`src/pkg/bwu_pkg.sv`:
```
// Constants, register map and state encodings for the bandwidth update request builder.
// Assumes a single 125 MHz clock and an AXI4-Lite register port with 32-bit data.
`default_nettype none
package bwu_pkg;
  localparam int AXI_AW = 12;
  localparam logic [11:0] REG_CTRL = 12'h000;
  localparam logic [11:0] REG_REPORTER = 12'h004;
  localparam logic [11:0] REG_DCOUNT = 12'h008;
  localparam logic [11:0] REG_STATUS = 12'h00C;
  // Table window: one 32-bit word per entry
  localparam logic [3:0] TABLE_PAGE = 4'h1;
  localparam int CTRL_START = 0;
  localparam int ST_BUSY = 0;
  localparam int ST_WAIT = 1;
  localparam int ST_RETRY = 2;
  localparam int ST_HOLD = 3;
  localparam int ST_REFUSED = 4;
  localparam logic [1:0] RESP_OKAY = 2'h0;
  localparam logic [1:0] RESP_SLVERR = 2'h2;
  localparam logic [7:0] RESET_REPORTER = 8'h00;
  localparam logic [7:0] RESET_DCOUNT = 8'h00;
  // Payload layout
  localparam int OFS_REPORTER = 0;
  localparam int OFS_DCOUNT = 1;
  localparam int OFS_FIRST_DEST = 2;
  localparam int OFS_QCOUNT = 0;
  localparam int OFS_FIRST_REC = 1;
  localparam int OFS_FIRST_BWV = 3;
  localparam logic [1:0] WORD_LAST_OCTET = 2'h3;
  // Timing
  localparam int CLK_NS = 8;
  localparam int TICK_NS = 1000000;
  localparam int TICK_CYCLES_DEF = TICK_NS / CLK_NS;
  localparam int RETRY_MS = 200;
  localparam int HOLDOFF_MS = 1000;
  localparam int TABLE_DEPTH = 64;

  typedef enum logic [2:0] {
    S_IDLE = 3'b000,
    S_REP = 3'b001,
    S_CNT = 3'b010,
    S_FETCH = 3'b011,
    S_LOAD = 3'b100,
    S_EMIT = 3'b101,
    S_QCNT = 3'b110
  } build_state_t;

  typedef enum logic [1:0] {
    K_DEST = 2'b00,
    K_RATE = 2'b01,
    K_REC = 2'b10
  } word_kind_t;
endpackage
`default_nettype wire

```
`src/pkg/octet_stream_if.sv`:
```
// Valid/ready stream carrying one payload octet plus an end-of-payload flag.
// Assumes both ends share one clock.
`timescale 1ns/10ps
`default_nettype none
interface octet_stream_if #(parameter int W = 9);
  logic valid;
  logic ready;
  logic [W-1:0] data;
  modport src(output valid, output data, input ready);
  modport snk(input valid, input data, output ready);
endinterface
`default_nettype wire

```
`src/hw/table_ram.sv`:
```
// Report table storage: byte-writable, one read port with registered read data.
// Assumes one clock; no reset on the array itself.
`timescale 1ns/10ps
`default_nettype none
module table_ram #(
  parameter int DEPTH = bwu_pkg::TABLE_DEPTH,
  parameter int AW = $clog2(DEPTH)
) (
  // Clock
  input wire logic clk,
  // Write port
  input wire logic we,
  input wire logic [3:0] wstrb,
  input wire logic [AW-1:0] waddr,
  input wire logic [31:0] wdata,
  // Read port
  input wire logic [AW-1:0] raddr,
  output logic [31:0] rdata
);
  logic [31:0] mem [DEPTH];

  for (genvar b = 0; b < 4; b++) begin : g_lane
    always_ff @(posedge clk) begin
      if (we && wstrb[b]) begin
        mem[waddr][8*b +: 8] <= wdata[8*b +: 8];
      end
    end
  end

  always_ff @(posedge clk) begin
    rdata <= mem[raddr];
  end
endmodule
`default_nettype wire

```
`src/hw/pair_buffer.sv`:
```
// Two-entry FIFO between the framer and the payload port.
// Assumes the sink may hold ready low for any time; nothing is dropped.
`timescale 1ns/10ps
`default_nettype none
module pair_buffer #(
  parameter int W = 9
) (
  // Clock and reset
  input wire logic aclk,
  input wire logic aresetn,
  // Filling side
  octet_stream_if.snk fill,
  // Draining side
  output logic [W-1:0] out_data,
  output logic out_valid,
  input wire logic out_ready
);
  typedef struct packed {
    logic [1:0][W-1:0] d;
    logic wp;
    logic rp;
    logic [1:0] cnt;
  } buf_t;
  buf_t r, n;
  logic put, take;

  assign fill.ready = r.cnt != 2'h2;
  assign out_valid = r.cnt != 2'h0;
  assign out_data = r.d[r.rp];
  assign put = fill.valid && fill.ready;
  assign take = out_valid && out_ready;

  always_comb begin
    n = r;
    if (put) begin
      n.d[r.wp] = fill.data;
      n.wp = ~r.wp;
    end
    if (take) begin
      n.rp = ~r.rp;
    end
    n.cnt = r.cnt + {1'b0, put} - {1'b0, take};
  end

  always_ff @(posedge aclk) begin
    if (!aresetn) begin
      r <= '0;
    end else begin
      r <= n;
    end
  end
endmodule
`default_nettype wire

```
`src/hw/bwu_builder.sv`:
```
// Builds the bandwidth update request payload as an octet stream from a software table.
// Assumes AXI4-Lite masters and the confirm pulse share aclk.
`timescale 1ns/10ps
`default_nettype none
module bwu_builder
  import bwu_pkg::*;
#(
  parameter int TICK_CYCLES = bwu_pkg::TICK_CYCLES_DEF,
  parameter int RETRY_LEN = bwu_pkg::RETRY_MS,
  parameter int HOLD_LEN = bwu_pkg::HOLDOFF_MS,
  parameter int DEPTH = bwu_pkg::TABLE_DEPTH
) (
  // Clock and reset
  input wire logic aclk,
  input wire logic aresetn,
  // AXI4-Lite write
  input wire logic [bwu_pkg::AXI_AW-1:0] s_axi_awaddr,
  input wire logic [2:0] s_axi_awprot,
  input wire logic s_axi_awvalid,
  output logic s_axi_awready,
  input wire logic [31:0] s_axi_wdata,
  input wire logic [3:0] s_axi_wstrb,
  input wire logic s_axi_wvalid,
  output logic s_axi_wready,
  output logic [1:0] s_axi_bresp,
  output logic s_axi_bvalid,
  input wire logic s_axi_bready,
  // AXI4-Lite read
  input wire logic [bwu_pkg::AXI_AW-1:0] s_axi_araddr,
  input wire logic [2:0] s_axi_arprot,
  input wire logic s_axi_arvalid,
  output logic s_axi_arready,
  output logic [31:0] s_axi_rdata,
  output logic [1:0] s_axi_rresp,
  output logic s_axi_rvalid,
  input wire logic s_axi_rready,
  // Confirm from the domain master
  input wire logic bandwidth_update_confirm,
  // Payload octets
  output logic [7:0] payload_data,
  output logic payload_last,
  output logic payload_valid,
  input wire logic payload_ready
);
  import bwu_pkg::*;
  localparam int AW = $clog2(DEPTH);

  typedef struct packed {
    build_state_t st;
    word_kind_t kind;
    logic [AW-1:0] addr;
    logic [31:0] word;
    logic [1:0] bleft;
    logic [7:0] dleft;
    logic [7:0] qleft;
    logic [15:0] pos;
    logic [7:0] rep;
    logic [7:0] dcnt;
    logic waiting;
    logic retry_ok;
    logic hold;
    logic refused;
    logic [31:0] tick_cnt;
    logic [15:0] ms_cnt;
    logic aw_ok;
    logic [11:0] awaddr;
    logic w_ok;
    logic [31:0] wdata;
    logic [3:0] wstrb;
    logic bvalid;
    logic [1:0] bresp;
    logic rvalid;
    logic [31:0] rdata;
    logic [1:0] rresp;
  } regs_t;

  regs_t r, n;
  logic push, tick, wr_go, start_wr, clr_wr, accept, tbl_we, dest_done, frame_done;
  logic [31:0] tbl_rdata;
  logic [7:0] byte_out;
  logic last_out;

  octet_stream_if #(.W(9)) so();

  table_ram #(.DEPTH(DEPTH), .AW(AW)) u_ram (
    .clk(aclk),
    .we(tbl_we),
    .wstrb(r.wstrb),
    .waddr(r.awaddr[AW+1:2]),
    .wdata(r.wdata),
    .raddr(r.addr),
    .rdata(tbl_rdata)
  );

  pair_buffer #(.W(9)) u_buf (
    .aclk(aclk),
    .aresetn(aresetn),
    .fill(so.snk),
    .out_data({payload_last, payload_data}),
    .out_valid(payload_valid),
    .out_ready(payload_ready)
  );

  assign so.valid = r.st == S_REP || r.st == S_CNT || r.st == S_EMIT || r.st == S_QCNT;
  assign so.data = {last_out, byte_out};
  assign push = so.valid && so.ready;
  assign s_axi_awready = !r.aw_ok;
  assign s_axi_wready = !r.w_ok;
  assign s_axi_bvalid = r.bvalid;
  assign s_axi_bresp = r.bresp;
  assign s_axi_arready = !r.rvalid;
  assign s_axi_rvalid = r.rvalid;
  assign s_axi_rdata = r.rdata;
  assign s_axi_rresp = r.rresp;

  always_comb begin
    n = r;
    byte_out = 8'h00;
    last_out = 1'b0;
    dest_done = 1'b0;
    frame_done = 1'b0;
    tick = r.tick_cnt == 32'(TICK_CYCLES - 1);
    wr_go = r.aw_ok && r.w_ok && !r.bvalid;
    start_wr = wr_go && r.awaddr == REG_CTRL && r.wstrb[0] && r.wdata[CTRL_START];
    clr_wr = wr_go && r.awaddr == REG_STATUS && r.wstrb[0] && r.wdata[ST_REFUSED];
    tbl_we = wr_go && r.awaddr[11:8] == TABLE_PAGE && 32'(r.awaddr[7:2]) < DEPTH;

    // Write channel: address and data may arrive in either order
    if (s_axi_awvalid && !r.aw_ok) begin
      n.aw_ok = 1'b1;
      n.awaddr = s_axi_awaddr;
    end
    if (s_axi_wvalid && !r.w_ok) begin
      n.w_ok = 1'b1;
      n.wdata = s_axi_wdata;
      n.wstrb = s_axi_wstrb;
    end
    if (r.bvalid && s_axi_bready) begin
      n.bvalid = 1'b0;
    end
    if (wr_go) begin
      n.aw_ok = 1'b0;
      n.w_ok = 1'b0;
      n.bvalid = 1'b1;
      n.bresp = RESP_OKAY;
      if (r.awaddr == REG_REPORTER) begin
        if (r.wstrb[0]) n.rep = r.wdata[7:0];
      end else if (r.awaddr == REG_DCOUNT) begin
        if (r.wstrb[0]) n.dcnt = r.wdata[7:0];
      end else if (r.awaddr != REG_CTRL && r.awaddr != REG_STATUS && !tbl_we) begin
        n.bresp = RESP_SLVERR;
      end
    end

    // Read channel; the table is write-only and reads as zero
    if (r.rvalid && s_axi_rready) begin
      n.rvalid = 1'b0;
    end
    if (s_axi_arvalid && !r.rvalid) begin
      n.rvalid = 1'b1;
      n.rresp = RESP_OKAY;
      n.rdata = 32'h0000_0000;
      if (s_axi_araddr == REG_REPORTER) begin
        n.rdata[7:0] = r.rep;
      end else if (s_axi_araddr == REG_DCOUNT) begin
        n.rdata[7:0] = r.dcnt;
      end else if (s_axi_araddr == REG_STATUS) begin
        n.rdata[4:0] = {r.refused, r.hold, r.retry_ok, r.waiting, r.st != S_IDLE};
      end else if (s_axi_araddr != REG_CTRL && s_axi_araddr[11:8] != TABLE_PAGE) begin
        n.rresp = RESP_SLVERR;
      end
    end

    // Millisecond divider and report timers
    n.tick_cnt = tick ? 32'h0000_0000 : r.tick_cnt + 32'h0000_0001;
    if (tick && r.hold) begin
      if (r.ms_cnt == 16'(HOLD_LEN - 1)) begin
        n.hold = 1'b0;
        n.ms_cnt = 16'h0000;
      end else begin
        n.ms_cnt = r.ms_cnt + 16'h0001;
      end
    end else if (tick && r.waiting && !r.retry_ok) begin
      if (r.ms_cnt == 16'(RETRY_LEN - 1)) begin
        n.retry_ok = 1'b1;
      end else begin
        n.ms_cnt = r.ms_cnt + 16'h0001;
      end
    end
    if (bandwidth_update_confirm && r.waiting) begin
      n.waiting = 1'b0;
      n.retry_ok = 1'b0;
      n.hold = 1'b1;
      n.ms_cnt = 16'h0000;
      n.tick_cnt = 32'h0000_0000;
    end

    // A start is taken only when idle, out of hold-off, and not awaiting a confirm unless the retry time has run out;
    // a confirm in the same cycle already counts, so the hold-off wins
    accept = start_wr && r.st == S_IDLE && !r.hold && (!r.waiting || r.retry_ok)
      && !(bandwidth_update_confirm && r.waiting);
    if (clr_wr) n.refused = 1'b0;
    if (start_wr && !accept) n.refused = 1'b1;

    if (push) n.pos = r.pos + 16'h0001;

    unique case (r.st)
      S_IDLE: begin
        if (accept) begin
          n.st = S_REP;
          n.pos = 16'h0000;
          n.dleft = r.dcnt;
          n.addr = '0;
          n.waiting = 1'b0;
          n.retry_ok = 1'b0;
        end
      end
      S_REP: begin
        byte_out = r.rep;
        if (so.ready) n.st = S_CNT;
      end
      S_CNT: begin
        byte_out = r.dcnt;
        last_out = r.dcnt == 8'h00;
        if (so.ready) begin
          n.kind = K_DEST;
          n.st = S_FETCH;
          frame_done = r.dcnt == 8'h00;
        end
      end
      S_FETCH: begin
        n.st = S_LOAD;
      end
      S_LOAD: begin
        // One table word per destination header, rate or record, sent high octet first
        n.word = tbl_rdata;
        n.addr = r.addr + 1'b1;
        n.bleft = r.kind == K_DEST ? 2'h0 : WORD_LAST_OCTET;
        if (r.kind == K_DEST) n.qleft = tbl_rdata[23:16];
        n.st = S_EMIT;
      end
      S_EMIT: begin
        byte_out = r.word[31:24];
        last_out = r.kind == K_REC && r.bleft == 2'h0 && r.qleft == 8'h01 && r.dleft == 8'h01;
        if (so.ready) begin
          n.word = {r.word[23:0], 8'h00};
          n.bleft = r.bleft - 2'h1;
          if (r.bleft == 2'h0) begin
            unique case (r.kind)
              K_DEST: begin
                n.kind = K_RATE;
                n.st = S_FETCH;
              end
              K_RATE: n.st = S_QCNT;
              K_REC: begin
                n.qleft = r.qleft - 8'h01;
                n.st = S_FETCH;
                dest_done = r.qleft == 8'h01;
              end
              default: n.st = S_IDLE;
            endcase
          end
        end
      end
      S_QCNT: begin
        byte_out = r.qleft;
        last_out = r.qleft == 8'h00 && r.dleft == 8'h01;
        if (so.ready) begin
          n.kind = K_REC;
          n.st = S_FETCH;
          dest_done = r.qleft == 8'h00;
        end
      end
      default: n.st = S_IDLE;
    endcase

    if (dest_done) begin
      n.dleft = r.dleft - 8'h01;
      n.kind = K_DEST;
      frame_done = r.dleft == 8'h01;
    end
    if (frame_done) begin
      n.st = S_IDLE;
      n.waiting = 1'b1;
      n.retry_ok = 1'b0;
      n.ms_cnt = 16'h0000;
      n.tick_cnt = 32'h0000_0000;
    end
  end

  always_ff @(posedge aclk) begin
    if (!aresetn) begin
      r <= '0;
    end else begin
      r <= n;
    end
  end
endmodule
`default_nettype wire

```
`config.mk`:
```
export PLATFORM = sky130hd
export DESIGN_NAME = bwu_builder
export DESIGN_NICKNAME = d
export VERILOG_FILES = /design/src/pkg/bwu_pkg.sv /design/src/pkg/octet_stream_if.sv /design/src/hw/table_ram.sv /design/src/hw/pair_buffer.sv /design/src/hw/bwu_builder.sv
export SDC_FILE = /design/constraint.sdc
export NUM_CORES = 2
export LEC_CHECK = 0
export BUFFER_PORTS_ARGS = -buffer_cell sky130_fd_sc_hd__buf_4
export CAP_MARGIN = 40
export CORE_ASPECT_RATIO = 1.75
export CORE_MARGIN = 10
export CORE_UTILIZATION = 63
export DETAILED_ROUTE_END_ITERATION = 10
export PLACE_DENSITY_LB_ADDON = 0.12
export RECOVER_POWER = 100
export SYNTH_ARGS = -nofsm -noshare
export SYNTH_HDL_FRONTEND = slang
export SYNTH_HIERARCHICAL = 1
export SYNTH_SLANG_ARGS = --single-unit
export TNS_END_PERCENT = 100
```
`constraint.sdc`:
```
create_clock -name aclk -period 2.9 [get_ports aclk]
set_clock_uncertainty 0.15 [all_clocks]
set_input_delay 0.58 -clock aclk [delete_from_list [all_inputs] [get_ports aclk]]
set_output_delay 0.58 -clock aclk [all_outputs]
set_load 0.02 [all_outputs]
```
==> results.md <==
* WL/cell at 33.33 µm
* Final Core Density at 0.7210
* Synth top area cells: edfxtp_1 (68%), mux4_2 (14%), dfxtp_1 (5.4%)
* Switching Fraction at 0.2019
* Share of cells above drive strength 1 at 0.2560
* Comb pwr share at 0.017
* Final WL at 248.9 mm
* Full die area at 159,100 µm²
* Cell area after layout at 102,500 µm²
* Routed Antenna Nets at 0
* Die Wd at 305.8 µm
* Worst-path clk slew at 70 ps
* Placed instance count at 7,046
* WP buf/inv at 2
* Ys async rst share at 0
* Crit Reg-Reg Startpoint: r[77]$_SDFFE_PN0P_
* Port buffer count at 93
* Cell Pwr Density at 616.2 nW/µm²
* Max_cap viols at 18
* Hold_sp: s_axi_araddr[2]
* Number of synthesized flops with an enable pin at 2,048
* Netlist cell types at 79
* Hold path cells at 5
* Slew Limit Fails at 746
* Worst slew pin tran at 2353 ps
* Final HPWL DP at 169.6 mm
* Longest Clk Path Bufs at 3
* Hold Crit Endpoint: s_axi_rdata[0]$_SDFFE_PN0P_
* Reg2Reg Depth at 5
* Mean Syn Cell Area at 18.71 µm²
* First-pass GRT wire length at 360.0 mm
* CP max stage delay at 660 ps
* Gate Count Post-Synth at 4,813
* Crit path launch: r[77]$_SDFFE_PN0P_
* CP top delay family: simple AND/OR/NAND/NOR gates
* Initial antenna violation count at 10
* Peak VDD IR at 0.0006498 V
* Via-to-Cell Ratio at 6.698
* CP required at 3290 ps
* Main flop type after synthesis: edfxtp_1
* Slew HR at -0.5690
* DR pass1 iterations at 10
* Initial Util at 0.6334
* Area leader, netlist: edfxtp_1
* Aggregate global routing overflow at 0
* Synth warn at 6
* Slowest CP cell: dfxtp_1
* Critical path capture point type: flop
* Post-synthesis sequential area ratio at 0.7373
* Count leader, synth: edfxtp_1
* Failing checks: capacitance limit, slew limit, setup timing
* I/O pin count at 126
* Nets at 5,540
* Clock Tree Root: clkbuf_16
* Vias in the first global route at 50,760
* P_leak at 0.03118 µW
* Shortest clock period the worst path allows after layout at 2927 ps
* Crit start category: flop
* Clock Latency Late Sink at 830 ps
* # setup viols final at 16
* Switching pwr at 12,760 µW
* TritonCTS clock tree: yes
* Total CTS buffers at 191
* Final hold vios at 0
* PnR worst setup slack at -27.17 ps
* # rows at 183
* Crit Path Category: reg2reg
* Outcome: finished with violations
* Overall routing resource usage at 0.3161
* Area delta synth->final at 13.83%
* First-iteration detailed-routing DRC count at 6,239
* Tcrit/Tclk final at 1.009
* Syn Std Cell Area at 90,060 µm²
* CP cell instances: nor3b_1 -> clkbuf_1 -> nand2_1 -> nor2_1 -> buf_4
* Placed inst area at 96,800 µm²
* DP Worst Slack at -12.27 ps
* DRC at 0
* H-tree depth at 4
* RSZ-0062 raised after global routing: false
* Flop pwr share at 0.574
* R2R setup slack at -30 ps
* Internal at 50,420 µW
* Fin cells at 7,468
* R2r endpoint: u_ram/mem[17][4]$_DFFE_PP_
* Worst Hold Class: in2reg
* RePlAce Congestion at 0.9678
* Core Region at 142,200 µm²
* CTS sink count at 2,293
* Fmax at 0.3416 GHz
* Commonest cells post-synth: edfxtp_1 (2,048), mux4_2 (543), nor2_1 (387), nand2_1 (260), dfxtp_1 (245)
* Largest net degree at the start of global routing at 68
* Routed vias at 50,020
* CP arrival at 3310 ps
* Share of the synthesized area in the top cell type at 0.6828
* Seq cells post-synth at 2,293
* Die height at 520.2 µm
* Clock power share at 0.409
* Crit-path max FO at 13
kinds of logic (layout without fill, tap and decap cells):
kind of cell	count (synthesis)	after routing	synth area share
adders and majority gates	11	11	0.001528
and+or+nand+nor	947	947	0.04944
muxes	705	705	0.1543
AOI/OAI and AO/OA	477	477	0.03416
xor gates and xnor gates	38	38	0.003695
other	1	34	0.00004164
DFF	2293	2293	0.7373
buffers and inverters	341	1113	0.01953
worst reg2reg max path: stages, from the launching register on:
cell      delay, ps
dfxtp_1         660
nor3b_1         250
clkbuf_1        320
nand2_1         630
nor2_1          390
buf_4           240
power groups by stage:
stage,Sequential (µW),Combinational [µW],Clock [µW]
finish,36300,1050,25900
floorplan,37000,368,0
global placement,37000,882,0
CTS,36200,1080,26100
detailed placement,37000,1010,0
global route,36300,1130,27300
routing by layer:
metal  GRT usage  part of all wire
met5    0.004528           0.00033
met4      0.1954             0.074
met3     0.06806             0.090
met2      0.5329              0.51
met1      0.3691              0.33
worst max path at each step:
stage          slack (ps)  cells after the start                          end
3_5_place_dp          -10                      7      u_ram/rdata[20]$_DFF_P_
5_1_grt                 5                      5  u_ram/mem[17][19]$_DFFE_PP_
3_3_place_gp           -7                      7      u_ram/rdata[20]$_DFF_P_
4_1_cts                 2                      8       u_ram/rdata[8]$_DFF_P_
6_report              -30                      5   u_ram/mem[17][4]$_DFFE_PP_
2_1_floorplan         520                      7      u_ram/rdata[16]$_DFF_P_
metrics by stage:
| step | TNS (ps) | power, µW | hold WS (ps) |
|---|---|---|---|
| 5_1_grt | 0 | 64730 | 126.1 |
| 3_3_place_gp | -6.849 | 37900 | 271.3 |
| 2_1_floorplan | 0 | 37390 | 262.1 |
| 3_5_place_dp | -12.27 | 37970 | 283.9 |
| 6_report | -222.9 | 63180 | 109.3 |
| 4_1_cts | 0 | 63450 | 37.94 |
cell usage in the layout (no fill, tap or decap), types with 24 or more instances in the layout:
master         netlist  final
mux2_2              37     31
a22oi_1             64     64
buf_4               73    271
nand3_1             42     43
o22ai_1             50     50
nand2_1            260    257
o211ai_1            41     41
clkinv_2             0     30
dlygate4sd3_1        0     63
a221oi_1            26     24
edfxtp_1          2048   2048
mux2i_1            125    125
inv_1               22     24
clkbuf_1           138    179
o21ai_0             64     64
nor2_1             387    384
clkbuf_2             0    183
conb_1               1     26
or3_1               39     39
mux4_2             543    543
nor3_1              33     33
clkbuf_16            0    191
clkinv_1             1     41
nand4_1             24     25
dfxtp_1            245    237
buf_12               0     49
a21oi_1            147    145
area by class of cell:
class,instances,area (µm²)
repair buffers,741,5404
multi-input cells,2204,22040
fillers,8612,39670
clock buffers,235,4999
diodes,8,20.02
flip-flops and latches,2293,66430
inverters,23,86.33
clock inverters,114,1229
well taps,1850,2315
flip-flops by register name (all words and copies together) (netlist names):
name	flops
s_axi_bvalid	1
r	179
s_axi_rresp	1
s_axi_rdata	8
u_ram/mem	2048
s_axi_rvalid	1
u_buf/r	22
s_axi_bresp	1
u_ram/rdata	32
what timing repair did:
| item | CTS | global route |
|---|---|---|
| gates resized for setup | 2 | 2 |
| setup endpoints to repair | 2 | 2 |
| setup buffers | 0 | 0 |
| hold buffers | 63 | 0 |
| endpoints found under the hold margin | 65 | 0 |
(Power assumes the default switching activity.)
